**src/inc/lpctg_pkg.sv**
```systemverilog
package lpctg_pkg;
  // Supply monitor trip point in millivolts, analog comparator
  localparam int SUPPLY_GOOD_MV = 2300;
  localparam logic [3:0] LAD_START = 4'h0;
  localparam logic [3:0] LAD_IDLE = 4'hf;
  localparam logic [3:0] SYNC_READY = 4'h0;
  localparam logic [3:0] SYNC_SHORT = 4'h5;
  localparam logic [3:0] SYNC_LONG = 4'h6;
  localparam logic [1:0] CT_IO = 2'h0;
  localparam logic [1:0] CT_DMA = 2'h2;
  localparam logic [1:0] SIZE_BYTE = 2'h0;
  localparam logic [2:0] WAIT_IO_RD = 3'h3;
  localparam logic [2:0] WAIT_IO_WR = 3'h2;
  localparam logic [2:0] WAIT_DMA_RD = 3'h3;
  localparam logic [2:0] WAIT_DMA_WR = 3'h4;
  localparam logic [1:0] CLKRUN_HOLD = 2'h2;
  localparam logic [2:0] DRQ_BITS = 3'h4;
  localparam logic [2:0] BLK_FLOPPY = 3'h0;
  localparam logic [2:0] BLK_SER_A = 3'h1;
  localparam logic [2:0] BLK_SER_B = 3'h2;
  localparam logic [2:0] BLK_PAR = 3'h3;
  localparam logic [2:0] BLK_RUNTIME = 3'h4;
  localparam logic [2:0] BLK_CONFIG = 3'h5;
  localparam int NUM_BLK = 6;
  // Power-up base addresses
  localparam logic [15:0] BASE_FLOPPY_RST = 16'h03f0;
  localparam logic [15:0] BASE_SER_A_RST = 16'h03f8;
  localparam logic [15:0] BASE_SER_B_RST = 16'h02f8;
  localparam logic [15:0] BASE_PAR_RST = 16'h0378;
  localparam logic [15:0] BASE_RUNTIME_RST = 16'h0800;
  localparam logic [15:0] BASE_CONFIG_RST = 16'h002e;
  // Decode window lengths and offsets
  localparam logic [15:0] WIN_FLOPPY = 16'h0008;
  localparam logic [15:0] FLOPPY_HOLE = 16'h0006;
  localparam logic [15:0] WIN_SER = 16'h0008;
  localparam logic [15:0] WIN_SPP = 16'h0004;
  localparam logic [15:0] WIN_EPP = 16'h0008;
  localparam logic [15:0] ECP_EXT_OFS = 16'h0400;
  localparam logic [15:0] ECP_EXT_LEN = 16'h0003;
  localparam logic [15:0] WIN_RUNTIME = 16'h0010;
  localparam logic [15:0] WIN_CONFIG = 16'h0002;
  // Parallel mode: bit 0 wide window, bit 1 extended range
  localparam logic [1:0] PAR_SPP = 2'h0;
  localparam logic [1:0] PAR_EPP = 2'h1;
  localparam logic [1:0] PAR_ECP = 2'h2;
  localparam logic [1:0] PAR_ECP_EPP = 2'h3;
  typedef logic [22:0] lpctg_wake_vec_type;
  localparam lpctg_wake_vec_type WAKE_ANY_EDGE = 23'h1fffff;
  localparam lpctg_wake_vec_type WAKE_IDLE = 23'h600000;
  typedef enum logic [10:0] {
    ST_IDLE = 11'h001,
    ST_CTYPE = 11'h002,
    ST_ADDR = 11'h004,
    ST_CHAN = 11'h008,
    ST_SIZE = 11'h010,
    ST_HDATA = 11'h020,
    ST_TAR_A = 11'h040,
    ST_SYNC = 11'h080,
    ST_DDATA = 11'h100,
    ST_TAR_B = 11'h200,
    ST_SKIP = 11'h400
  } lpctg_state_type;
  typedef struct packed {
    logic valid;
    logic to_device;
    logic dma;
    logic [2:0] blk;
    logic [15:0] addr;
    logic [7:0] data;
  } lpctg_access_type;
  typedef struct packed {
    logic ring_a_n;
    logic ring_b_n;
    logic [7:0] gpio_a;
    logic [4:0] gpio_b;
    logic [7:0] gpio_c;
  } lpctg_wake_type;
endpackage

```
**src/hdl/lpctg_wake.sv**
```systemverilog
`timescale 1ns/10ps
module lpctg_wake (
  input wire logic i_core_clk,
  input wire logic i_trickle_rst_n,
  input wire lpctg_pkg::lpctg_wake_type i_pins,
  input wire lpctg_pkg::lpctg_wake_vec_type i_enable,
  input wire lpctg_pkg::lpctg_wake_vec_type i_clear,
  output lpctg_pkg::lpctg_wake_vec_type o_status,
  output logic o_wake_event_n,
  output logic o_wake_event_oe
);
  lpctg_pkg::lpctg_wake_vec_type meta;
  lpctg_pkg::lpctg_wake_vec_type pin_s;
  lpctg_pkg::lpctg_wake_vec_type pin_q;
  logic [1:0] warm;
  wire ev_gate = warm == 2'h3;
  wire lpctg_pkg::lpctg_wake_vec_type fall = pin_q & ~pin_s;
  wire lpctg_pkg::lpctg_wake_vec_type chg = pin_q ^ pin_s;
  // Rings wake on assertion, GPIOs on any change
  wire lpctg_pkg::lpctg_wake_vec_type wake_ev =
    (chg & lpctg_pkg::WAKE_ANY_EDGE) | (fall & ~lpctg_pkg::WAKE_ANY_EDGE);
  wire lpctg_pkg::lpctg_wake_vec_type gated_ev =
    ev_gate ? wake_ev : '0;
  // Set wins over clear
  wire lpctg_pkg::lpctg_wake_vec_type next_status =
    gated_ev | (o_status & ~i_clear);
  wire wake_hit = |(o_status & i_enable);

  // Input-only sampling, no pin drive here // R5
  always_ff @(posedge i_core_clk or negedge i_trickle_rst_n) begin
    if (!i_trickle_rst_n) begin
      meta <= lpctg_pkg::WAKE_IDLE;
      pin_s <= lpctg_pkg::WAKE_IDLE;
      pin_q <= lpctg_pkg::WAKE_IDLE;
      warm <= 2'h0;
    end else begin
      meta <= i_pins;
      pin_s <= meta;
      pin_q <= pin_s;
      if (!ev_gate) begin
        warm <= warm + 2'h1;
      end
    end
  end

  // Trickle reset only, no supply gating // R2 R7
  always_ff @(posedge i_core_clk or negedge i_trickle_rst_n) begin
    if (!i_trickle_rst_n) begin
      o_status <= '0;
      o_wake_event_n <= 1'b1;
      o_wake_event_oe <= 1'b0;
    end else begin
      o_status <= next_status;
      o_wake_event_n <= !wake_hit;
      o_wake_event_oe <= wake_hit;
    end
  end

  a_wake_pull: assert property (@(posedge i_core_clk)
    disable iff (!i_trickle_rst_n)
    wake_hit |=> o_wake_event_oe && !o_wake_event_n)
    else $error("enabled wake event did not pull output");
  a_event_sticky: assert property (@(posedge i_core_clk)
    disable iff (!i_trickle_rst_n)
    gated_ev != '0 |=>
      (o_status & $past(gated_ev)) == $past(gated_ev))
    else $error("wake event lost");
  a_wake_release: assert property (@(posedge i_core_clk)
    disable iff (!i_trickle_rst_n)
    !wake_hit |=> !o_wake_event_oe)
    else $error("wake output driven without event");
endmodule

```
**src/hdl/lpctg_top.sv**
```systemverilog
`timescale 1ns/10ps
// Summary of operation
// Synchronised supply-good low blocks all bus decoding
// Wake pins and output keep working without supply-good
// Any enabled wake event pulls the wake output low
// Wake sources: two rings, gpio groups a(8), b(5), c(8)
// Wake pins are sampled as inputs only
// Wake status sits in the trickle domain
// Trickle power-on reset initialises wake logic alone
// Every transferred register datum is one byte
// Host reaches blocks only through I/O or DMA cycles
// Block bases reset to defaults and can be rewritten
// Decode windows per block, parallel per mode, EXTENDED_PARALLEL_MODE extension
// Only single-byte I/O read/write and DMA read/write accepted
// Unsupported or unmatched cycles are ignored, bus never driven
// Host frames each cycle start and abort with frame_n
// Device sends encoded DMA requests on dma_request_n
// Powerdown floats dma_request_n and idles the interface
// Device pulls clock-run low to restart a stopped clock
// Bus reset resets the host interface logic
// Wake output is open drain, driven only on events
// Supply-good low keeps data released, DMA request high
// Frame seen active releases data lines on next clock
// Reset ignores frame, floats data, drives DMA request high
module lpctg_top (
  input wire logic i_core_clk,
  input wire logic i_rst_n,
  input wire logic i_trickle_por_n,
  input wire logic i_supply_good,
  input wire logic [3:0] i_lad,
  output logic [3:0] o_lad,
  output logic o_lad_oe,
  input wire logic i_frame_n,
  input wire logic i_bus_powerdown_n,
  output logic o_dma_request_n,
  output logic o_dma_request_oe,
  input wire logic i_clock_run_request_n,
  output logic o_clock_run_request_n,
  output logic o_clock_run_oe,
  input wire logic i_clock_restart_req,
  input wire logic i_dma_req,
  input wire logic [2:0] i_dma_req_chan,
  input wire logic i_dma_req_act,
  output logic o_dma_busy,
  input wire logic i_dma_enable,
  input wire logic [2:0] i_dma_chan,
  input wire logic [1:0] i_par_mode,
  input wire logic i_base_wr,
  input wire logic [2:0] i_base_sel,
  input wire logic [15:0] i_base_val,
  output lpctg_pkg::lpctg_access_type o_access,
  input wire logic [7:0] i_rd_data,
  input wire lpctg_pkg::lpctg_wake_type i_wake_pins,
  input wire lpctg_pkg::lpctg_wake_vec_type i_wake_enable,
  input wire lpctg_pkg::lpctg_wake_vec_type i_wake_clear,
  output lpctg_pkg::lpctg_wake_vec_type o_wake_status,
  output logic o_wake_event_n,
  output logic o_wake_event_oe
);
  function automatic logic in_win(input logic [15:0] a,
                                  input logic [15:0] b,
                                  input logic [15:0] len);
    in_win = (a >= b) && ((a - b) < len);
  endfunction

  lpctg_pkg::lpctg_state_type state;
  lpctg_pkg::lpctg_state_type next_state;
  logic [2:0] sync1;
  logic [2:0] sync2;
  logic [15:0] base [lpctg_pkg::NUM_BLK];
  logic [15:0] addr_sr;
  logic [7:0] dbuf;
  logic [2:0] blk;
  logic [1:0] nib;
  logic [1:0] next_nib;
  logic [2:0] wcnt;
  logic [2:0] next_wcnt;
  logic is_dma;
  logic dir;
  logic [3:0] drq_sr;
  logic [2:0] drq_cnt;
  logic [1:0] crun_cnt;

  // Slow pins pass two flops
  wire supply_s = sync2[2];
  wire pd_n_s = sync2[1];
  wire crun_s = sync2[0];
  wire active = supply_s && pd_n_s;

  wire [15:0] a_full = {addr_sr[11:0], i_lad};
  wire [15:0] par_len = i_par_mode[0] ? lpctg_pkg::WIN_EPP :
                                        lpctg_pkg::WIN_SPP;
  wire [15:0] ecp_base = base[lpctg_pkg::BLK_PAR] + lpctg_pkg::ECP_EXT_OFS;
  wire hit_fdc = in_win(a_full, base[lpctg_pkg::BLK_FLOPPY],
                        lpctg_pkg::WIN_FLOPPY) &&
    (a_full - base[lpctg_pkg::BLK_FLOPPY] != lpctg_pkg::FLOPPY_HOLE);
  wire hit_sa = in_win(a_full, base[lpctg_pkg::BLK_SER_A],
                       lpctg_pkg::WIN_SER);
  wire hit_sb = in_win(a_full, base[lpctg_pkg::BLK_SER_B],
                       lpctg_pkg::WIN_SER);
  wire hit_par = in_win(a_full, base[lpctg_pkg::BLK_PAR], par_len) ||
    (i_par_mode[1] &&
     in_win(a_full, ecp_base, lpctg_pkg::ECP_EXT_LEN));
  wire hit_rt = in_win(a_full, base[lpctg_pkg::BLK_RUNTIME],
                       lpctg_pkg::WIN_RUNTIME);
  wire hit_cfg = in_win(a_full, base[lpctg_pkg::BLK_CONFIG],
                        lpctg_pkg::WIN_CONFIG);
  wire hit_any = hit_fdc | hit_sa | hit_sb | hit_par | hit_rt | hit_cfg;
  wire [2:0] hit_blk = hit_cfg ? lpctg_pkg::BLK_CONFIG :
                       hit_rt ? lpctg_pkg::BLK_RUNTIME :
                       hit_fdc ? lpctg_pkg::BLK_FLOPPY :
                       hit_sa ? lpctg_pkg::BLK_SER_A :
                       hit_sb ? lpctg_pkg::BLK_SER_B :
                       lpctg_pkg::BLK_PAR;

  // Host to device data: I/O write or DMA read
  wire host_data = is_dma ^ dir;
  wire [2:0] wait_len = is_dma ?
    (dir ? lpctg_pkg::WAIT_DMA_WR : lpctg_pkg::WAIT_DMA_RD) :
    (dir ? lpctg_pkg::WAIT_IO_WR : lpctg_pkg::WAIT_IO_RD);
  wire [3:0] sync_wait = is_dma ? lpctg_pkg::SYNC_SHORT :
                                  lpctg_pkg::SYNC_LONG;
  wire rd_take = state == lpctg_pkg::ST_SYNC && wcnt == 3'h0 && !host_data;
  wire [7:0] next_dbuf = rd_take ? i_rd_data :
    state == lpctg_pkg::ST_HDATA ?
      (nib[0] ? {i_lad, dbuf[3:0]} : {dbuf[7:4], i_lad}) : dbuf;
  wire acc_fire = active && i_frame_n &&
    ((state == lpctg_pkg::ST_TAR_A && nib[0] && !host_data) ||
     (state == lpctg_pkg::ST_SYNC && wcnt == 3'h0 && host_data));
  wire next_drive = next_state == lpctg_pkg::ST_SYNC ||
    next_state == lpctg_pkg::ST_DDATA ||
    (next_state == lpctg_pkg::ST_TAR_B && !next_nib[0]);
  wire [3:0] next_lad = next_state == lpctg_pkg::ST_SYNC ?
      (next_wcnt != 3'h0 ? sync_wait : lpctg_pkg::SYNC_READY) :
    next_state == lpctg_pkg::ST_DDATA ?
      (next_nib[0] ? next_dbuf[7:4] : next_dbuf[3:0]) :
    lpctg_pkg::LAD_IDLE;
  wire dma_take = i_dma_req && drq_cnt == 3'h0 && active;
  wire crun_need = o_dma_busy || i_clock_restart_req;
  wire crun_start = crun_need && crun_s && !o_clock_run_oe;

  always_comb begin
    next_state = state;
    next_nib = nib;
    next_wcnt = wcnt;
    case (state)
      lpctg_pkg::ST_IDLE: begin
        next_state = lpctg_pkg::ST_IDLE;
      end
      lpctg_pkg::ST_CTYPE: begin
        next_nib = 2'h0;
        if (i_lad[3:2] == lpctg_pkg::CT_IO) begin
          next_state = lpctg_pkg::ST_ADDR;
        end else if (i_lad[3:2] == lpctg_pkg::CT_DMA) begin
          next_state = lpctg_pkg::ST_CHAN;
        end else begin
          next_state = lpctg_pkg::ST_SKIP;
        end
      end
      lpctg_pkg::ST_ADDR: begin
        next_nib = nib + 2'h1;
        if (nib == 2'h3) begin
          next_state = !hit_any ? lpctg_pkg::ST_SKIP :
            host_data ? lpctg_pkg::ST_HDATA : lpctg_pkg::ST_TAR_A;
        end
      end
      lpctg_pkg::ST_CHAN: begin
        next_state = (i_dma_enable && i_lad[2:0] == i_dma_chan) ?
          lpctg_pkg::ST_SIZE : lpctg_pkg::ST_SKIP;
      end
      lpctg_pkg::ST_SIZE: begin
        next_nib = 2'h0;
        next_state = i_lad[1:0] != lpctg_pkg::SIZE_BYTE ?
          lpctg_pkg::ST_SKIP : host_data ?
          lpctg_pkg::ST_HDATA : lpctg_pkg::ST_TAR_A;
      end
      lpctg_pkg::ST_HDATA: begin
        next_nib = nib + 2'h1;
        if (nib[0]) begin
          next_state = lpctg_pkg::ST_TAR_A;
        end
      end
      lpctg_pkg::ST_TAR_A: begin
        next_nib = nib + 2'h1;
        next_wcnt = wait_len;
        if (nib[0]) begin
          next_state = lpctg_pkg::ST_SYNC;
          next_nib = 2'h0;
        end
      end
      lpctg_pkg::ST_SYNC: begin
        next_nib = 2'h0;
        if (wcnt != 3'h0) begin
          next_wcnt = wcnt - 3'h1;
        end else begin
          next_state = host_data ? lpctg_pkg::ST_TAR_B :
                                   lpctg_pkg::ST_DDATA;
        end
      end
      lpctg_pkg::ST_DDATA: begin
        next_nib = nib + 2'h1;
        if (nib[0]) begin
          next_state = lpctg_pkg::ST_TAR_B;
        end
      end
      lpctg_pkg::ST_TAR_B: begin
        next_nib = nib + 2'h1;
        if (nib[0]) begin
          next_state = lpctg_pkg::ST_IDLE;
        end
      end
      lpctg_pkg::ST_SKIP: begin
        next_state = lpctg_pkg::ST_SKIP;
      end
      default: begin
        next_state = lpctg_pkg::ST_IDLE;
      end
    endcase
    if (!i_frame_n) begin
      next_state = i_lad == lpctg_pkg::LAD_START ?
        lpctg_pkg::ST_CTYPE : lpctg_pkg::ST_IDLE;
    end
    if (!active) begin
      next_state = lpctg_pkg::ST_IDLE;
    end
  end

  always_ff @(posedge i_core_clk or negedge i_rst_n) begin
    if (!i_rst_n) begin
      sync1 <= 3'h0;
      sync2 <= 3'h0;
    end else begin
      sync1 <= {i_supply_good, i_bus_powerdown_n, i_clock_run_request_n};
      sync2 <= sync1;
    end
  end

  always_ff @(posedge i_core_clk or negedge i_rst_n) begin
    if (!i_rst_n) begin
      base[lpctg_pkg::BLK_FLOPPY] <= lpctg_pkg::BASE_FLOPPY_RST;
      base[lpctg_pkg::BLK_SER_A] <= lpctg_pkg::BASE_SER_A_RST;
      base[lpctg_pkg::BLK_SER_B] <= lpctg_pkg::BASE_SER_B_RST;
      base[lpctg_pkg::BLK_PAR] <= lpctg_pkg::BASE_PAR_RST;
      base[lpctg_pkg::BLK_RUNTIME] <= lpctg_pkg::BASE_RUNTIME_RST;
      base[lpctg_pkg::BLK_CONFIG] <= lpctg_pkg::BASE_CONFIG_RST;
    end else if (i_base_wr && i_base_sel <= lpctg_pkg::BLK_CONFIG) begin
      base[i_base_sel] <= i_base_val;
    end
  end

  // Bus reset clears the whole host interface // R18 R22
  always_ff @(posedge i_core_clk or negedge i_rst_n) begin
    if (!i_rst_n) begin
      state <= lpctg_pkg::ST_IDLE;
      nib <= 2'h0;
      wcnt <= 3'h0;
      dbuf <= 8'h00;
      addr_sr <= 16'h0000;
      blk <= 3'h0;
      is_dma <= 1'b0;
      dir <= 1'b0;
      o_lad <= lpctg_pkg::LAD_IDLE;
      o_lad_oe <= 1'b0;
      o_access <= '0;
    end else begin
      state <= next_state;
      nib <= next_nib;
      wcnt <= next_wcnt;
      dbuf <= next_dbuf;
      if (state == lpctg_pkg::ST_CTYPE) begin
        is_dma <= i_lad[3];
        dir <= i_lad[1];
      end
      if (state == lpctg_pkg::ST_ADDR) begin
        addr_sr <= a_full;
      end
      if (state == lpctg_pkg::ST_CHAN) begin
        addr_sr <= {12'h000, i_lad};
      end
      if (state == lpctg_pkg::ST_ADDR && nib == 2'h3) begin
        blk <= hit_blk;
      end
      o_lad <= next_lad;
      o_lad_oe <= next_drive && active && i_frame_n;
      o_access <= {acc_fire, host_data, is_dma, blk, addr_sr, dbuf};
    end
  end

  always_ff @(posedge i_core_clk or negedge i_rst_n) begin
    if (!i_rst_n) begin
      drq_sr <= 4'h0;
      drq_cnt <= 3'h0;
      o_dma_request_n <= 1'b1;
      o_dma_request_oe <= 1'b1;
      o_dma_busy <= 1'b0;
    end else if (!pd_n_s || !supply_s) begin
      drq_cnt <= 3'h0;
      o_dma_request_n <= 1'b1;
      o_dma_request_oe <= pd_n_s;
      o_dma_busy <= 1'b0;
    end else if (dma_take) begin
      drq_sr <= {i_dma_req_act, i_dma_req_chan};
      drq_cnt <= lpctg_pkg::DRQ_BITS;
      o_dma_request_n <= 1'b0;
      o_dma_request_oe <= 1'b1;
      o_dma_busy <= 1'b1;
    end else if (drq_cnt != 3'h0) begin
      drq_sr <= {1'b0, drq_sr[3:1]};
      drq_cnt <= drq_cnt - 3'h1;
      o_dma_request_n <= drq_sr[0];
      o_dma_request_oe <= 1'b1;
      o_dma_busy <= drq_cnt != 3'h1;
    end else begin
      o_dma_request_n <= 1'b1;
      o_dma_request_oe <= 1'b1;
      o_dma_busy <= 1'b0;
    end
  end

  always_ff @(posedge i_core_clk or negedge i_rst_n) begin
    if (!i_rst_n) begin
      crun_cnt <= 2'h0;
      o_clock_run_oe <= 1'b0;
      o_clock_run_request_n <= 1'b0;
    end else begin
      o_clock_run_request_n <= 1'b0;
      if (crun_start) begin
        o_clock_run_oe <= 1'b1;
        crun_cnt <= lpctg_pkg::CLKRUN_HOLD - 2'h1;
      end else if (crun_cnt != 2'h0) begin
        crun_cnt <= crun_cnt - 2'h1;
      end else begin
        o_clock_run_oe <= 1'b0;
      end
    end
  end

  lpctg_wake lpctg_wake_i (
    .i_core_clk(i_core_clk),
    .i_trickle_rst_n(i_trickle_por_n),
    .i_pins(i_wake_pins),
    .i_enable(i_wake_enable),
    .i_clear(i_wake_clear),
    .o_status(o_wake_status),
    .o_wake_event_n(o_wake_event_n),
    .o_wake_event_oe(o_wake_event_oe)
  );

  a_gate_no_decode: assert property (@(posedge i_core_clk)
    disable iff (!i_rst_n) !supply_s |=> !o_access.valid)
    else $error("access issued with supply low");
  a_gate_released: assert property (@(posedge i_core_clk)
    disable iff (!i_rst_n)
    !supply_s |=> !o_lad_oe && o_dma_request_n)
    else $error("bus driven with supply low");
  a_frame_release: assert property (@(posedge i_core_clk)
    disable iff (!i_rst_n) !i_frame_n |=> !o_lad_oe)
    else $error("data lines still driven after frame");
  a_skip_silent: assert property (@(posedge i_core_clk)
    disable iff (!i_rst_n)
    state == lpctg_pkg::ST_SKIP |-> !o_lad_oe)
    else $error("ignored cycle drives data lines");
  a_size_reject: assert property (@(posedge i_core_clk)
    disable iff (!i_rst_n)
    state == lpctg_pkg::ST_SIZE && i_lad[1:0] != 2'h0 &&
    i_frame_n && active |=> state == lpctg_pkg::ST_SKIP)
    else $error("multi-byte cycle accepted");
  a_pd_float: assert property (@(posedge i_core_clk)
    disable iff (!i_rst_n) !pd_n_s |=> !o_dma_request_oe)
    else $error("dma request driven in powerdown");
  a_drq_start: assert property (@(posedge i_core_clk)
    disable iff (!i_rst_n)
    dma_take |=> !o_dma_request_n ##4 o_dma_request_n ==
      $past(i_dma_req_act, 5))
    else $error("dma request message malformed");
  a_crun_hold: assert property (@(posedge i_core_clk)
    disable iff (!i_rst_n)
    $rose(o_clock_run_oe) |-> o_clock_run_oe[*2] ##1
      !o_clock_run_oe)
    else $error("clock run pulse length wrong");
  a_floppy_hole: assert property (@(posedge i_core_clk)
    disable iff (!i_rst_n)
    o_access.valid && !o_access.dma &&
    o_access.blk == lpctg_pkg::BLK_FLOPPY |->
      o_access.addr - base[lpctg_pkg::BLK_FLOPPY] !=
      lpctg_pkg::FLOPPY_HOLE)
    else $error("floppy hole decoded");
endmodule

```
**config.mk**
```make
export PLATFORM = sky130hd
export DESIGN_NAME = lpctg_top
export DESIGN_NICKNAME = d
export VERILOG_FILES = /design/src/inc/lpctg_pkg.sv /design/src/hdl/lpctg_wake.sv /design/src/hdl/lpctg_top.sv
export SDC_FILE = /design/constraint.sdc
export NUM_CORES = 1
export LEC_CHECK = 0
export ABC_AREA = 1
export ABC_CLOCK_PERIOD_IN_PS = 3100
export BUFFER_PORTS_ARGS = -buffer_cell sky130_fd_sc_hd__buf_2
export CORE_ASPECT_RATIO = 0.5
export CORE_UTILIZATION = 30
export CTS_CLUSTER_DIAMETER = 150
export CTS_CLUSTER_SIZE = 16
export DETAILED_ROUTE_END_ITERATION = 16
export GPL_TIMING_DRIVEN = 0
export HOLD_SLACK_MARGIN = 0.12
export PLACE_DENSITY = 0.56
export SYNTH_ARGS = -nofsm -noshare
export SYNTH_HDL_FRONTEND = slang
export SYNTH_SLANG_ARGS = --single-unit
```
**constraint.sdc**
```tcl
create_clock -name i_core_clk -period 3.1 [get_ports i_core_clk]
set_input_delay 0.62 -clock i_core_clk [delete_from_list [all_inputs] [get_ports i_core_clk]]
set_output_delay 0.62 -clock i_core_clk [all_outputs]
set_load 0.05 [all_outputs]
```
Yosys cells after proc, flatten, opt, wreduce, memory -nomap -nowiden
Index checks and enable logic that the tools add are counted.
W data, S select, Z words.
{ "totals": {"regBits": 291, "output_inout_bits": 65, "elab_cells": 223} }
{ "classes": {"n_addsub": 13, "magnitude_cmp": 17, "eq_ne": 20, "muxes": 60, "bitwise_logic": 16, "reduce_logical": 58} }
{ "ops": {"columns": ["op", "count"], "rows": [
  ["$mux W11", 13],
  ["$ge A16 B16 Y1", 7],
  ["$sub A16 B16 Y16", 7],
  ["$pmux W11 S10", 1],
  ["$bwmux W96", 1],
  ["$and A23 B23 Y23", 3],
  ["$demux W16 S3", 1],
  ["$lt A16 B4 Y1 const B", 3],
  ["$mux W16", 3],
  ["$not A23 Y23", 2],
  ["$lt A16 B2 Y1 const B", 2],
  ["$logic_and A1 B1 Y1", 28],
  ["$mux W3", 9],
  ["$mux W4", 6],
  ["$mux W8", 3],
  ["$mux W23", 1],
  ["$or A21 B23 Y23", 1],
  ["$or A23 B23 Y23", 1],
  ["$reduce_or A23 Y1", 1],
  ["$eq A11 B10 Y1 const B", 2],
  ["$eq A11 B8 Y1 const B", 2],
  ["$eq A11 B9 Y1 const B", 2],
  ["$xor A21 B21 Y21", 1],
  ["$add A16 B11 Y16 const B", 1],
  ["other kinds (40)", 83]
]} }

Logic depth before layout (Yosys ltp)
Gate-level depths: netlist (run 1).
{ "logic_depth": {"depth_word": 19, "depth_mapped": 21, "depth_no_buf": 21} }

Cells and area by module
From an unflattened synthesis (run 1), not the netlist that was laid out.
{ "unflattened": {"hier_cells": 2429, "area_unflattened_um2": 17870.9} }
{ "by_module_without_submodules": {"columns": ["mod", "n_inst", "cells_per_inst", "area_per_inst_um2", "seq_area_each_um2"], "rows": [
  ["lpctg_top", 1, 2166, 14570.2, 4926.0],
  ["lpctg_wake", 1, 263, 3300.7, 2411.1]
]} }

Least setup slack after synthesis (run 1)
Ideal clock, no wire load.
{ "synth_path": {"kind": "input-to-reg", "start": "input i_lad[0]", "end": "register state[5]", "setup_time_ns": 0.073, "t_arrival_ns": 2.598, "path_slack_ns": 0.429, "cell_stages": 21, "path_buffers": 0, "path_cell_list": "inv_1 ha_1 inv_1 fa_1 nand2_2 nand2_2 nand2_1 nand2_2 nand2_1 nand2_1 nand2_1 inv_1 nor2_1 nand3_1 nor2_2 nand2_2 nand2_2 nor2_1 nand2_2 nand2_1 a21oi_2"} }
{ "synth_between": {"elab_chain_cells": 14, "word_cells_on_any_way": 44} }
{ "synth_lines": {"columns": ["element", "line", "text"], "rows": [
  ["start, declared", "lpctg_top.sv:30", "input wire logic [3:0] i_lad,"],
  ["$sub A16 B16 Y16", "lpctg_top.sv:63, lpctg_top.sv:96", null],
  ["$lt A16 B4 Y1", "lpctg_top.sv:63", "in_win = (a >= b) && ((a - b) < len);"],
  ["$logic_and A1 B1 Y1", "lpctg_top.sv:63", null],
  ["$logic_and A1 B1 Y1", "lpctg_top.sv:95", "lpctg_pkg::WIN_FLOPPY) &&"],
  ["$or A1 B1 Y1 (5 in a row)", "lpctg_top.sv:108", "wire hit_any = hit_fdc | hit_sa | hit_sb | hit_par | hit_rt | hit_cfg;"],
  ["$mux W11", "lpctg_top.sv:163", "next_state = !hit_any ? lpctg_pkg::ST_SKIP :"],
  ["$mux W11", "lpctg_top.sv:162", "if (nib == 2'h3) begin"],
  ["$pmux W11 S10 (*)", "lpctg_top.sv:146", "case (state)"],
  ["$mux W11 (*)", "lpctg_top.sv:219", "if (!i_frame_n) begin"],
  ["$mux W11 (*)", "lpctg_top.sv:223", "if (!active) begin"],
  ["via next_state[5]", "lpctg_top.sv:67", "lpctg_pkg::lpctg_state_type next_state;"],
  ["end signal, assigned", "lpctg_top.sv:254", "state <= lpctg_pkg::ST_IDLE;"],
  ["end signal, assigned", "lpctg_top.sv:266", "state <= next_state;"],
  ["end, declared", "lpctg_top.sv:66", "lpctg_pkg::lpctg_state_type state;"]
]} }
The timed path passes the listed nets; every way through them passes the cells marked *.
A chain may end at the register's enable or synchronous reset.

Final worst setup path (run 1)
{ "layout_path": {"start": "register addr_sr[8]", "end": "register state[10]"} }
{ "layout_between": {"elab_chain_cells": 14, "word_cells_on_any_way": 42} }
{ "layout_lines": {"columns": ["element", "line", "text"], "rows": [
  ["start, declared", "lpctg_top.sv:71", "logic [15:0] addr_sr;"],
  ["start signal, assigned", "lpctg_top.sv:275", "addr_sr <= a_full;"],
  ["start signal, assigned", "lpctg_top.sv:278", "addr_sr <= {12'h000, i_lad};"],
  ["$sub A16 B16 Y16", "lpctg_top.sv:63, lpctg_top.sv:96", null],
  ["$lt A16 B4 Y1", "lpctg_top.sv:63", null],
  ["$logic_and A1 B1 Y1", "lpctg_top.sv:63", null],
  ["$logic_and A1 B1 Y1", "lpctg_top.sv:95", null],
  ["$or A1 B1 Y1 (4 in a row)", "lpctg_top.sv:108", null],
  ["$or A1 B1 Y1 (*)", "lpctg_top.sv:108", null],
  ["$mux W11 (*)", "lpctg_top.sv:163", null],
  ["$mux W11 (*)", "lpctg_top.sv:162", null],
  ["$pmux W11 S10 (*)", "lpctg_top.sv:146", null],
  ["$mux W11 (*)", "lpctg_top.sv:219", null],
  ["$mux W11 (*)", "lpctg_top.sv:223", null],
  ["via next_state[10]", "lpctg_top.sv:67", null]
]} }
Marked as above.

==> results of run 1 <==
[flip-flops by register name, summed over array words and instances (netlist names), 3 cells and up]
signal,flops
addr_sr,16
base,96
blk,3
dbuf,8
drq_cnt,3
drq_sr,4
lpctg_wake_i.meta,23
lpctg_wake_i.o_status,23
lpctg_wake_i.pin_q,23
lpctg_wake_i.pin_s,23
o_access,30
o_lad,4
state,11
sync1,3
sync2,3
wcnt,3
[routing by layer]
layer	vias to the layer above	global-route usage, %	routed length [µm]
met5	-	0	0
met4	0	4.67	1490
met3	78	2.06	2590
met2	414	27.5	22500
met1	7235	23.0	23500
li1	7922	-	-
[placed cells by master (no fill, tap or decap), types with 3 or more instances in the layout]
cell and n:
sky130_fd_sc_hd__o22ai_1 25, sky130_fd_sc_hd__nand3_2 4, sky130_fd_sc_hd__nand4_1 28, sky130_fd_sc_hd__dfrtp_1 238, sky130_fd_sc_hd__nand3b_1 24, sky130_fd_sc_hd__dfstp_2 44
sky130_fd_sc_hd__nor2_4 6, sky130_fd_sc_hd__ha_1 115, sky130_fd_sc_hd__o21ai_0 153, sky130_fd_sc_hd__nand2_4 4, sky130_fd_sc_hd__o211ai_2 3, sky130_fd_sc_hd__xnor2_1 29
sky130_fd_sc_hd__o211ai_1 13, sky130_fd_sc_hd__nand2_1 659, sky130_fd_sc_hd__nor3_1 21, sky130_fd_sc_hd__o21ai_1 3, sky130_fd_sc_hd__nor2_1 175, sky130_fd_sc_hd__nand3_1 141
sky130_fd_sc_hd__a21o_1 5, sky130_fd_sc_hd__inv_1 414, sky130_fd_sc_hd__nand2_2 18, sky130_fd_sc_hd__buf_4 5, sky130_fd_sc_hd__inv_2 12, sky130_fd_sc_hd__a22o_1 6
sky130_fd_sc_hd__clkbuf_1 36, sky130_fd_sc_hd__nor2_2 5, sky130_fd_sc_hd__o21a_1 12, sky130_fd_sc_hd__clkbuf_16 22, sky130_fd_sc_hd__a32o_1 3, sky130_fd_sc_hd__buf_2 183
sky130_fd_sc_hd__a211oi_1 4, sky130_fd_sc_hd__dfrtp_2 8, sky130_fd_sc_hd__a21oi_1 94, sky130_fd_sc_hd__o21bai_1 7, sky130_fd_sc_hd__a21oi_2 6, sky130_fd_sc_hd__xor2_1 14
sky130_fd_sc_hd__a221oi_1 4
[layout make-up]
| type | instances | area share (%) |
|---|---|---|
| Timing Repair Buffer | 189 | 5.02 |
| Clock inverter | 2 | 0.160 |
| Clock buffer | 38 | 3.01 |
| Multi-Input combinational cell | 1607 | 42.3 |
| Inverter | 429 | 7.96 |
| Tap cell | 768 | 4.73 |
| Buffer | 27 | 0.586 |
| Sequential cell | 291 | 36.2 |
[path summary, 6_finish.rpt]
| path | endpoint | slack, ps | depth (start not counted) | from |
|---|---|---|---|---|
| worst max-delay path | state[10] | 200 | 14 | addr_sr[8] |
| worst min-delay path | sync1[1] | 160 | 1 | i_bus_powerdown_n |
| worst max register to register | state[10] | 200 | 14 | addr_sr[8] |
| worst min register to register | lpctg_wake_i.pin_s[6] | 350 | 0 | lpctg_wake_i.meta[6] |
| max in group asynchronous | addr_sr[3] | 1410 | 3 | i_rst_n |
| min in group asynchronous | lpctg_wake_i.o_status[7] | 550 | 2 | i_trickle_por_n |
[kinds of logic (layout without fill, tap and decap cells)]
logic type	Yosys count	in the layout	share of synthesized area, %
XOR/XNOR	43	43	2.13
AND/OR/NAND/NOR	1100	1100	26.8
other	1	1	0.0212
buffers and inverters	456	685	9.81
AO/OA/AOI/OAI	346	346	11.3
flip-flops	291	291	41.6
adder cells (fa/ha/maj)	117	117	8.38
[timing repair]
action | in CTS | in global routing
buffers inserted | 0 | 2
setup endpoints to repair | 3 | 4
hold endpoints to repair | 101 | 0
gates resized for setup | 1 | 11
hold buffers | 2 | 0
[through the flow]
step / TNS (ps) / setup slack (ps)
CTS: 0 / 31.4
global placement: -336980 / -1980
finish: 0 / 199
floorplan: 0 / 429
global route: 0 / 4.86
detailed placement: -2980 / -679
[worst max-delay path: stages (launching register included)]
cell	delay (ps)
sky130_fd_sc_hd__dfrtp_1	790
sky130_fd_sc_hd__ha_1	420
sky130_fd_sc_hd__a21oi_1	220
sky130_fd_sc_hd__o21ai_0	100
sky130_fd_sc_hd__a21oi_1	160
sky130_fd_sc_hd__nand2_1	70
sky130_fd_sc_hd__nand2_1	60
sky130_fd_sc_hd__nand2_1	50
sky130_fd_sc_hd__nand3_1	70
sky130_fd_sc_hd__nor2_1	40
sky130_fd_sc_hd__nand2_1	210
sky130_fd_sc_hd__nand2_1	150
sky130_fd_sc_hd__nor2_1	180
sky130_fd_sc_hd__nand3_1	130
sky130_fd_sc_hd__a21oi_1	160
[power groups by stage]
stage	Combinational (W)	Clock [W]	Sequential (W)
after floorplan	0.00235	0	0.00463
after global placement	0.00330	0	0.00449
after detailed placement	0.00334	0	0.00450
after CTS	0.00336	0.00293	0.00443
after global routing	0.00387	0.00305	0.00448
final	0.00336	0.00279	0.00443
==> run summary, run 1 <==
On the final layout, the worst hold slack is 161 ps. The wire length per cell came out at 14.9 µm. Detailed placement finished with a half-perimeter wire length of 37400 µm. Setup repair after global routing left no endpoint under its margin.

The cell area after synthesis came out at 17700 µm². The average via count per standard cell is 4.67. The count of yosys warnings during synthesis came out at 0. The upper clock frequency limit came out at 345 MHz. The overflow left after global routing came out at 0. The area of all placed cells without fillers came out at 20300 µm². The finished layout holds 3351 standard cells, fillers aside. TritonCTS built the clock tree. The worst setup path is of the register to register kind. Clock-pin slew was measured on the worst setup and hold paths at 80 ps. The number of buffers inserted during clock tree synthesis came out at 22.

The count of state elements after synthesis came out at 291. For the worst setup path, the data required time is 3580 ps. The overall power consumption is 0.0106 W. The count of distinct cell types in the synthesized netlist is 59. The internal power of the cells is 0.00675 W. The number of synthesized flops with an enable pin came out at 0. In this run the standard cell core region covers 57700 µm². The commonest cells after synthesis are 659 x sky130_fd_sc_hd__nand2_1, 415 x sky130_fd_sc_hd__inv_1, 247 x sky130_fd_sc_hd__dfrtp_1.

The run finished with clean final reports. Power spread over the standard cell area amounts to 521 nW/µm². The clock net sink count came out at 291. The first global-routing pass estimated 80000 µm of wire.

The number of slew-limit violations in the final report is 0. For this run, the leading register cell type out of synthesis is sky130_fd_sc_hd__dfrtp_1. The count of TritonRoute iterations in the first routing pass is 5. Of the total power, the share spent switching nets is 36.2%. The time the worst path needs with I/O delays and setup is 2900 ps. The clock network accounts for 26.3% of the total power. The average size of a mapped cell came out at 7.50 µm². The count of mapped cells out of synthesis came out at 2354. The total setup violations reported at the end of the flow is 0. Per report_power, the sequential group accounts for 41.9% of the total. In the final layout, the share of cells above drive strength 1 is 13.0%. Across every metal layer, demand over resource in global routing totals 16.7%. The maximum number of pins on one net before global-route repair came out at 114. Once detail routing completed, the nets flagged for antenna violations numbered 0.

The buffer levels on the longest clock path is 3. The number of I/O pins is 185. The deepest level of the CTS H-tree came out at 1. The area share of the leading cell type in the synthesized netlist is 35.0%. The number of nets in the synthesized netlist is 2591. For the pin with the worst max-slew slack, the measured transition is 718 ps. The leakage power came out at 10.8 nW. The share of synthesized flip-flops with an asynchronous set or reset is 100%. The power spent charging and discharging nets came out at 0.00383 W. The die is 174 µm tall. Across the run, the number of max-cap violations was 0. sky130_fd_sc_hd__dfrtp_1 takes more of the synthesized area than any other cell. At the end of routability-driven placement, the weighted congestion stood at 0.923. The cell count after placement is 3307. The number of antenna violations at the first check in global routing came to 2.

The number of rows created at floorplan came out at 62. The number of buffers inserted by port buffering is 183. The total DRC errors in the routed layout is 0. The peak supply drop is 0.353 mV.

The cell sitting at the root of the clock tree is a sky130_fd_sc_hd__clkbuf_16. The insertion delay of the later-clocked pin in the worst-skew pair came out at 560 ps. The final core utilization is 35.2%. Data arrives at the worst endpoint at 3380 ps. In this run the worst hold path is classified as primary input to register. The number of global-route vias before repair was 14800. The final net count is 2804. The worst path uses 93.6% of the clock period. The category of the worst setup path launch point is a register. The area overhead of the layout relative to synthesis came out at 15.0%. The worst setup path is captured at a register.

The total detailed-routing wirelength came out at 50100 µm. The number of fillers in the final layout is 6182. The share of synthesized area occupied by flip-flops and latches is 41.6%. The die is 345 µm wide. The final antenna diode count came out at 0.

The hold violation count in the final report is 0. The most frequent cell after synthesis is sky130_fd_sc_hd__nand2_1. The area of the die came out at 59900 µm².

The critical-path maximum fanout came out at 9. In the final layout, flip-flops and latches occupy 7350 µm². The effective utilization at floorplan is 30.6%.

The share of total power in combinational logic is 31.8%. Sorting the synthesized cells by area gives the leading types as sky130_fd_sc_hd__dfrtp_1 35%, sky130_fd_sc_hd__nand2_1 14%, sky130_fd_sc_hd__inv_1 8.8%. In the final layout, the multi-input gates occupy 8590 µm². The via count is 15600.

The clock tree skew after final layout is 30.3 ps. The DRC violation total after the first TritonRoute iteration is 1153. Summing all placed instances gives a cell area of 19600 µm². In this run the tightest slew margin relative to its limit is 52.1%.
No activity file was read; power rests on OpenSTA's default activity.
==> inputs of run 2 (changes only) <==
- PLACE_DENSITY: 0.56 -> 0.55
==> run 2 against run 1 <==
  * Non-clock buffer count increased by 2
  * Power increased by 0.35%
  * Die area unchanged
  * Core utilization increased by 0.052 points
  * Routed wire length increased by 0.38%
  * Clock skew increased by 6.1 ps
  * Hold slack improved by 4.4 ps
  * Sequential power about the same
  * Final cell count increased by 0.12%
  * Critical path type unchanged
  * Highest routed layer unchanged
==> run summary, run 2 (synthesis gave the netlist of run 1 again) <==
The run finished with clean final reports. In this run the horizontal extent of the chip is 345 µm. The total DRC errors in the routed layout came out at 0. The area overhead of the layout relative to synthesis is 15.1%.

The number of buffers inserted during clock tree synthesis is 22. The DRC violation total after the first TritonRoute iteration is 1058. The required time at the endpoint of the critical path is 3550 ps. Global routing used 16.7% of the available tracks across all layers. After clock tree synthesis, the clock-pin slew on the worst setup and hold paths is 80 ps. The maximum number of pins on one net before global-route repair is 100. At the worst endpoint, the arrival time is 3340 ps. TritonCTS built the clock tree. Routability-driven placement finished with a final weighted congestion of 0.903. The buffer levels on the longest clock path came out at 3.

The most common library cell in the layout ignoring fill and taps is sky130_fd_sc_hd__nand2_1. The final core utilization came out at 35.2%. In this run the static leakage power is 10.8 nW.

185 I/O pins were placed. The first global-routing pass estimated 80100 µm of wire. The time the worst path needs with I/O delays and setup came out at 2890 ps. The total power divided by cell area is 522 nW/µm². In the finished design, the share of the clock period the worst path needs comes to 93.3%. The slew of the pin with the lowest slew margin came out at 834 ps. The number of antenna violations at the first check in global routing is 3. Setup violations remaining at the end of the flow were counted as 0.

The hold violation count in the final report is 0. The number of buffers inserted by port buffering came out at 183. The share of cells above drive strength 1 is 13.1%. The deepest level of the CTS H-tree came out at 1. The number of slew-limit violations in the final report came out at 0.

Headroom to the max-slew limit came out at 44.4%. The via count came out at 15600. In this run, flip-flops and latches consume 41.7% of the power. Counting flops per register, the top entry is base.

In this run, the clock network consumes 26.4% of the power. The overflow left after global routing came out at 0. The final HPWL from detailed placement came out at 37900 µm.

The type of the most critical hold path is primary input to register. The share of total power in combinational logic is 31.9%. The analysis attributes to net switching a power of 0.00386 W. The worst setup path is captured at a register.

The category of the critical setup timing path is register to register. The root buffer cell is sky130_fd_sc_hd__clkbuf_16. Based on the critical path, the design can be clocked at up to 346 MHz.

In the final design database the tool counted 2806 nets. After detailed routing, the total wire length is 50200 µm. The number of global-route vias before repair came out at 14800. The final cell count without fillers came out at 3355. The number of antenna-violating nets in the routed design is 0. The cell count after placement is 3307. The largest registers in the layout are base x96, o_access x30. The clock tree skew after final layout is 36.4 ps. In the final routed layout, each cell accounts on average for 15.0 µm. The average via count per standard cell is 4.65. Leaving out fill and tap cells, the most frequent cells in the layout are 659 x sky130_fd_sc_hd__nand2_1, 414 x sky130_fd_sc_hd__inv_1, 239 x sky130_fd_sc_hd__dfrtp_1.

The setup TNS is 0 ps. The critical-path maximum fanout came out at 10. The clock net sink count is 291.

The count of TritonRoute iterations in the first routing pass is 6. The worst setup path is launched from a register. The internal power of the cells came out at 0.00675 W. The max-cap check violation count came out at 0. The insertion delay of the later-clocked pin in the worst-skew pair is 560 ps. Setup repair after global routing left no endpoint under its margin. Of the total power, the share spent switching nets is 36.4%. The number of rows created at floorplan came out at 62.

The floorplan step defined a die boundary enclosing 59900 µm². The number of flip-flops in the largest register is 96. Power comes to 0.0106 W.

Measured along the y axis, the die boundary spans 174 µm. Once the floorplan was initialized, standard cells occupied 30.6% of the core. After floorplanning, the core was sized to cover 57700 µm². The peak supply drop came out at 0.394 mV.
==> run 2: cell types whose count changed in the layout (fill, tap and decap cells not counted), sizes merged <==
cell / previous run / this run
buf: 194 / 196
clkbuf: 58 / 57
diode: 0 / 3
==> run 2: per-layer routing <==
layer	routed length [µm]	track usage, %
met5	0	0
met2	22400	27.4
met1	24300	23.2
met3	2450	2.55
met4	1120	3.65
==> run 2: per-stage QoR <==
stage	instance area [µm²]	worst slack, ps	hold slack (ps)
3_5_place_dp	19600	-611	335
2_1_floorplan	17700	429	324
4_1_cts	20300	31.6	134
3_3_place_gp	19500	-2040	332
5_1_grt	20300	7.54	143
6_report	20300	209	166
==> run 2: cell type report <==
type / count / area (µm²)
flip-flops and latches: 291 / 7350
repair buffers: 191 / 1050
clock inverters: 2 / 32.5
fillers: 6181 / 37400
clock buffers: 37 / 607
diodes: 3 / 7.51
multi-input cells: 1607 / 8590
well taps: 768 / 961
plain buffers: 27 / 119
inverters: 429 / 1620
==> run 2: path summary, 6_finish.rpt <==
| check | start | end | slack, ps | cells past startpoint |
|---|---|---|---|---|
| worst min-delay path | i_bus_powerdown_n | sync1[1] | 170 | 1 |
| worst min register to register | lpctg_wake_i.meta[8] | lpctg_wake_i.pin_s[8] | 350 | 0 |
| max in group asynchronous | i_rst_n | base[85] | 1400 | 3 |
| min in group asynchronous | i_trickle_por_n | lpctg_wake_i.o_status[7] | 540 | 2 |
| worst max-delay path | addr_sr[9] | state[6] | 210 | 13 |
| worst max register to register | addr_sr[9] | state[6] | 210 | 13 |
==> run 2: what timing repair did <==
item / CTS / global route
setup buffers: 0 / 4
endpoints found under the hold margin: 29 / 0
setup endpoints to repair: 3 / 4
resized for setup: 3 / 8
hold buffers: 2 / 0
==> run 2: critical path: stages, from the launching register on <==
cell                       delay [ps]
sky130_fd_sc_hd__dfrtp_1          890
sky130_fd_sc_hd__ha_1             410
sky130_fd_sc_hd__a21o_1           220
sky130_fd_sc_hd__o21bai_1         150
sky130_fd_sc_hd__nor2_1           140
sky130_fd_sc_hd__nand3_1           80
sky130_fd_sc_hd__nand2_1           90
sky130_fd_sc_hd__nor2_1            50
sky130_fd_sc_hd__nand2_1          190
sky130_fd_sc_hd__nand2_1          150
sky130_fd_sc_hd__nor2_2           200
sky130_fd_sc_hd__nand2_2           80
sky130_fd_sc_hd__nand2_1           70
sky130_fd_sc_hd__a21oi_1           60
==> run 2: power by group through the flow <==
stage | logic (W) | clock network, W | registers, W
6_report | 0.00338 | 0.00280 | 0.00442
3_5_place_dp | 0.00336 | 0 | 0.00450
5_1_grt | 0.00389 | 0.00304 | 0.00448
2_1_floorplan | 0.00235 | 0 | 0.00463
3_3_place_gp | 0.00331 | 0 | 0.00449
4_1_cts | 0.00338 | 0.00292 | 0.00443
==> inputs of run 3 (changes only) <==
- CORE_ASPECT_RATIO: 0.5 -> unset
==> run 3 against run 2 <==
  * Critical path depth rose by 3
  * Hold slack improved by 3.6 ps
  * Sequential cell count did not move
  * Largest cell class unchanged
  * Sequential power barely moved
  * First-iteration DRC count fell by 5.6%
  * Power fell by 0.34%
  * Global-route usage rose by 0.23 points
  * Combinational power barely moved
  * Sequential share of layout area barely moved
  * Clock-buffer cell count rose by 1
==> run summary, run 3 (synthesis gave the netlist of run 1 again) <==
The run finished with clean final reports. The number of I/O pins is 185. The critical path ends at state[6]. Leaving out fill and tap cells, the most frequent cells in the layout are 658 x sky130_fd_sc_hd__nand2_1, 414 x sky130_fd_sc_hd__inv_1, 237 x sky130_fd_sc_hd__dfrtp_1. The first global-routing pass estimated 80400 µm of wire. Of the available clock period, the critical path in the final layout requires 91.1%. Walking the worst path, the cells encountered are ha_1 > inv_1 > nor3_1 > and2_1 > nand2_1 > nand2_1 > nand2_1 > nand2_1 > nand2_1 > nor2_1 > nand4_1 > nand2_2 > nor2_1 > nand2_2 > nand2_1 > a21oi_1. The number of cells on the worst hold path is 1. The area of the die came out at 59800 µm². At the later pin of the worst-skew pair, clock insertion delay measures 560 ps. The count of TritonRoute iterations in the first routing pass came out at 5. The critical-path maximum fanout is 9. The area overhead of the layout relative to synthesis came out at 15.2%. The total routing resource utilization after global routing is 16.9%. The number of fillers in the final layout is 6228. The number of rows created at floorplan came out at 88.

The internal reg-to-reg setup slack is 280 ps. The endpoint of the worst register-to-register path is state[6]. Detailed placement ended at an HPWL of 38300 µm. From bottom edge to top edge, the die measures 245 µm. The number of slew-limit violations in the final report is 0.

The number of antenna violations at the first check in global routing was 2. The worst setup path is launched from a register. The total DRC errors in the routed layout is 0.

The maximum number of pins on one net before global-route repair is 121. Using the TritonRoute via totals, the vias-per-cell ratio works out to 4.71. The effective utilization at floorplan is 30.5%. Data on the critical path arrives at its endpoint at 3310 ps. The worst flop-to-flop path startpoint is addr_sr[10]. The tightest hold path in the finished design has a slack of 169 ps. The count of nets left with antenna violations once routing finished came out at 0. The final net count came out at 2807.

The DRC violation total after the first TritonRoute iteration is 999. The horizontal die dimension came out at 245 µm. Across the run, the number of max-cap violations was 0. The slew of the pin with the lowest slew margin came out at 753 ps.

The total power divided by cell area came out at 520 nW/µm². The clock net sink count came out at 291. The leakage power is 10.9 nW. TritonCTS built the clock tree.

In the final timing run, aggregate negative setup slack is 0 ps. The number of flip-flops in the largest register came out at 96. The most critical setup path has its startpoint at addr_sr[10].

The buffer levels on the longest clock path is 3. Setup repair after global routing left no endpoint under its margin. The type of the most critical hold path is primary input to register. The global placer's final weighted congestion is 0.904.

Counting buffers and inverters, the worst setup path is 16 cells deep. The largest individual stage delay along the critical path comes from the cell sky130_fd_sc_hd__dfrtp_1. The routed design has 50800 µm of wire. The final antenna diode count came out at 0. The worst slew slack as a fraction of its limit came out at 49.8%. The worst hold path begins at i_clock_run_request_n. The root buffer cell is sky130_fd_sc_hd__clkbuf_16.

Clock-pin slew was measured on the worst setup and hold paths at 90 ps. The kind of cell with the highest combined delay along the critical path is simple AND/OR/NAND/NOR gates. The wire length per cell came out at 15.2 µm. The overflow left after global routing is 0. The length in cells of the worst reg-to-reg path came out at 16. The setup slack at placement came out at -720 ps. The total core area came out at 57900 µm².

The share of cells above drive strength 1 came out at 13.2%. The most frequent cell on the critical path is sky130_fd_sc_hd__nand2_1. The upper clock frequency limit is 354 MHz. The clock tree skew after final layout came out at 32.0 ps.

The number of buffers inserted during clock tree synthesis came out at 22. The via count came out at 15800. The category of the critical setup timing path is register to register. The hold violation count in the final report came out at 0.

The number of buffers inserted by port buffering is 183. The most common library cell in the layout ignoring fill and taps is sky130_fd_sc_hd__nand2_1. VDD sags by at most 0.333 mV. The largest single stage delay on the critical path is 670 ps. The number of global-route vias before repair is 15300. The total setup violations reported at the end of the flow is 0. In the final layout, the registers with the most flip-flops are base x96, o_access x30.

The register bank with the most flops is base. Data on the critical path is required at its endpoint by 3590 ps. The deepest level of the CTS H-tree is 1.

STA classifies the critical path endpoint as a register. The worst path in the final design needs a cycle of 2820 ps, including I/O delays and setup. The total buffers and inverters traversed by the critical path came out at 1. The final worst-path setup slack came out at 277 ps.
## run 3: per-layer routing
layer | up-vias | GRT usage [%] | routed length (µm)
li1 | 7922 | - | -
met1 | 7374 | 21.7 | 22900
met2 | 398 | 29.6 | 24000
met3 | 85 | 1.91 | 2260
met4 | 4 | 5.15 | 1580
met5 | - | 0 | 26
## run 3: final cells by class
cell class,instances,area (µm²),area share [%]
buffer,27,119,0.585
multi-input combinational,1607,8590,42.3
sequential,291,7350,36.2
tap,765,957,4.71
clock inverter,2,32.5,0.160
clock buffer,38,611,3.00
timing repair buffer,192,1050,5.18
inverter,429,1620,7.95
## run 3: worst register-to-register path, stage by stage, from the launching register on
cell                      delay, ps
sky130_fd_sc_hd__dfrtp_1        670
sky130_fd_sc_hd__ha_1           500
sky130_fd_sc_hd__inv_1          100
sky130_fd_sc_hd__nor3_1         220
sky130_fd_sc_hd__and2_1         160
sky130_fd_sc_hd__nand2_1         60
sky130_fd_sc_hd__nand2_1         60
sky130_fd_sc_hd__nand2_1         40
sky130_fd_sc_hd__nand2_1         50
sky130_fd_sc_hd__nand2_1         60
sky130_fd_sc_hd__nor2_1         110
sky130_fd_sc_hd__nand4_1        230
sky130_fd_sc_hd__nand2_2        160
sky130_fd_sc_hd__nor2_1          80
sky130_fd_sc_hd__nand2_2         80
sky130_fd_sc_hd__nand2_1         70
sky130_fd_sc_hd__a21oi_1        130
## run 3: report_power, final
group / switching, W / internal (W)
clock: 0.00141 / 0.00136
combinational: 0.00220 / 0.00117
sequential: 0.000220 / 0.00422
total: 0.00382 / 0.00675
## run 3: how the worst min path moves through the flow
stage                             end  slack (ps)
6_report                     sync1[0]         170
5_1_grt         lpctg_wake_i.meta[21]         140
4_1_cts                      sync1[0]         140
3_5_place_dp   lpctg_wake_i.pin_s[12]         330
3_3_place_gp    lpctg_wake_i.pin_s[8]         330
2_1_floorplan              addr_sr[0]         320
## run 3: per-stage QoR
stage                     power [W]  cell area [µm²]  cells  util (%)
after floorplan             0.00697            17700   2354         -
after global routing         0.0114            20300   3351      35.1
final                        0.0106            20300   3351      35.1
after CTS                    0.0107            20300   3346      35.0
after global placement      0.00780            19500   3302      33.7
after detailed placement    0.00786            19600   3304      33.8
## run 3: repair_timing
item | CTS | global route
hold buffers | 2 | 0
hold endpoints to repair | 105 | 0
endpoints found under the setup margin | 3 | 4
gates cloned | 0 | 0
resized for setup | 5 | 8
setup buffers | 0 | 5
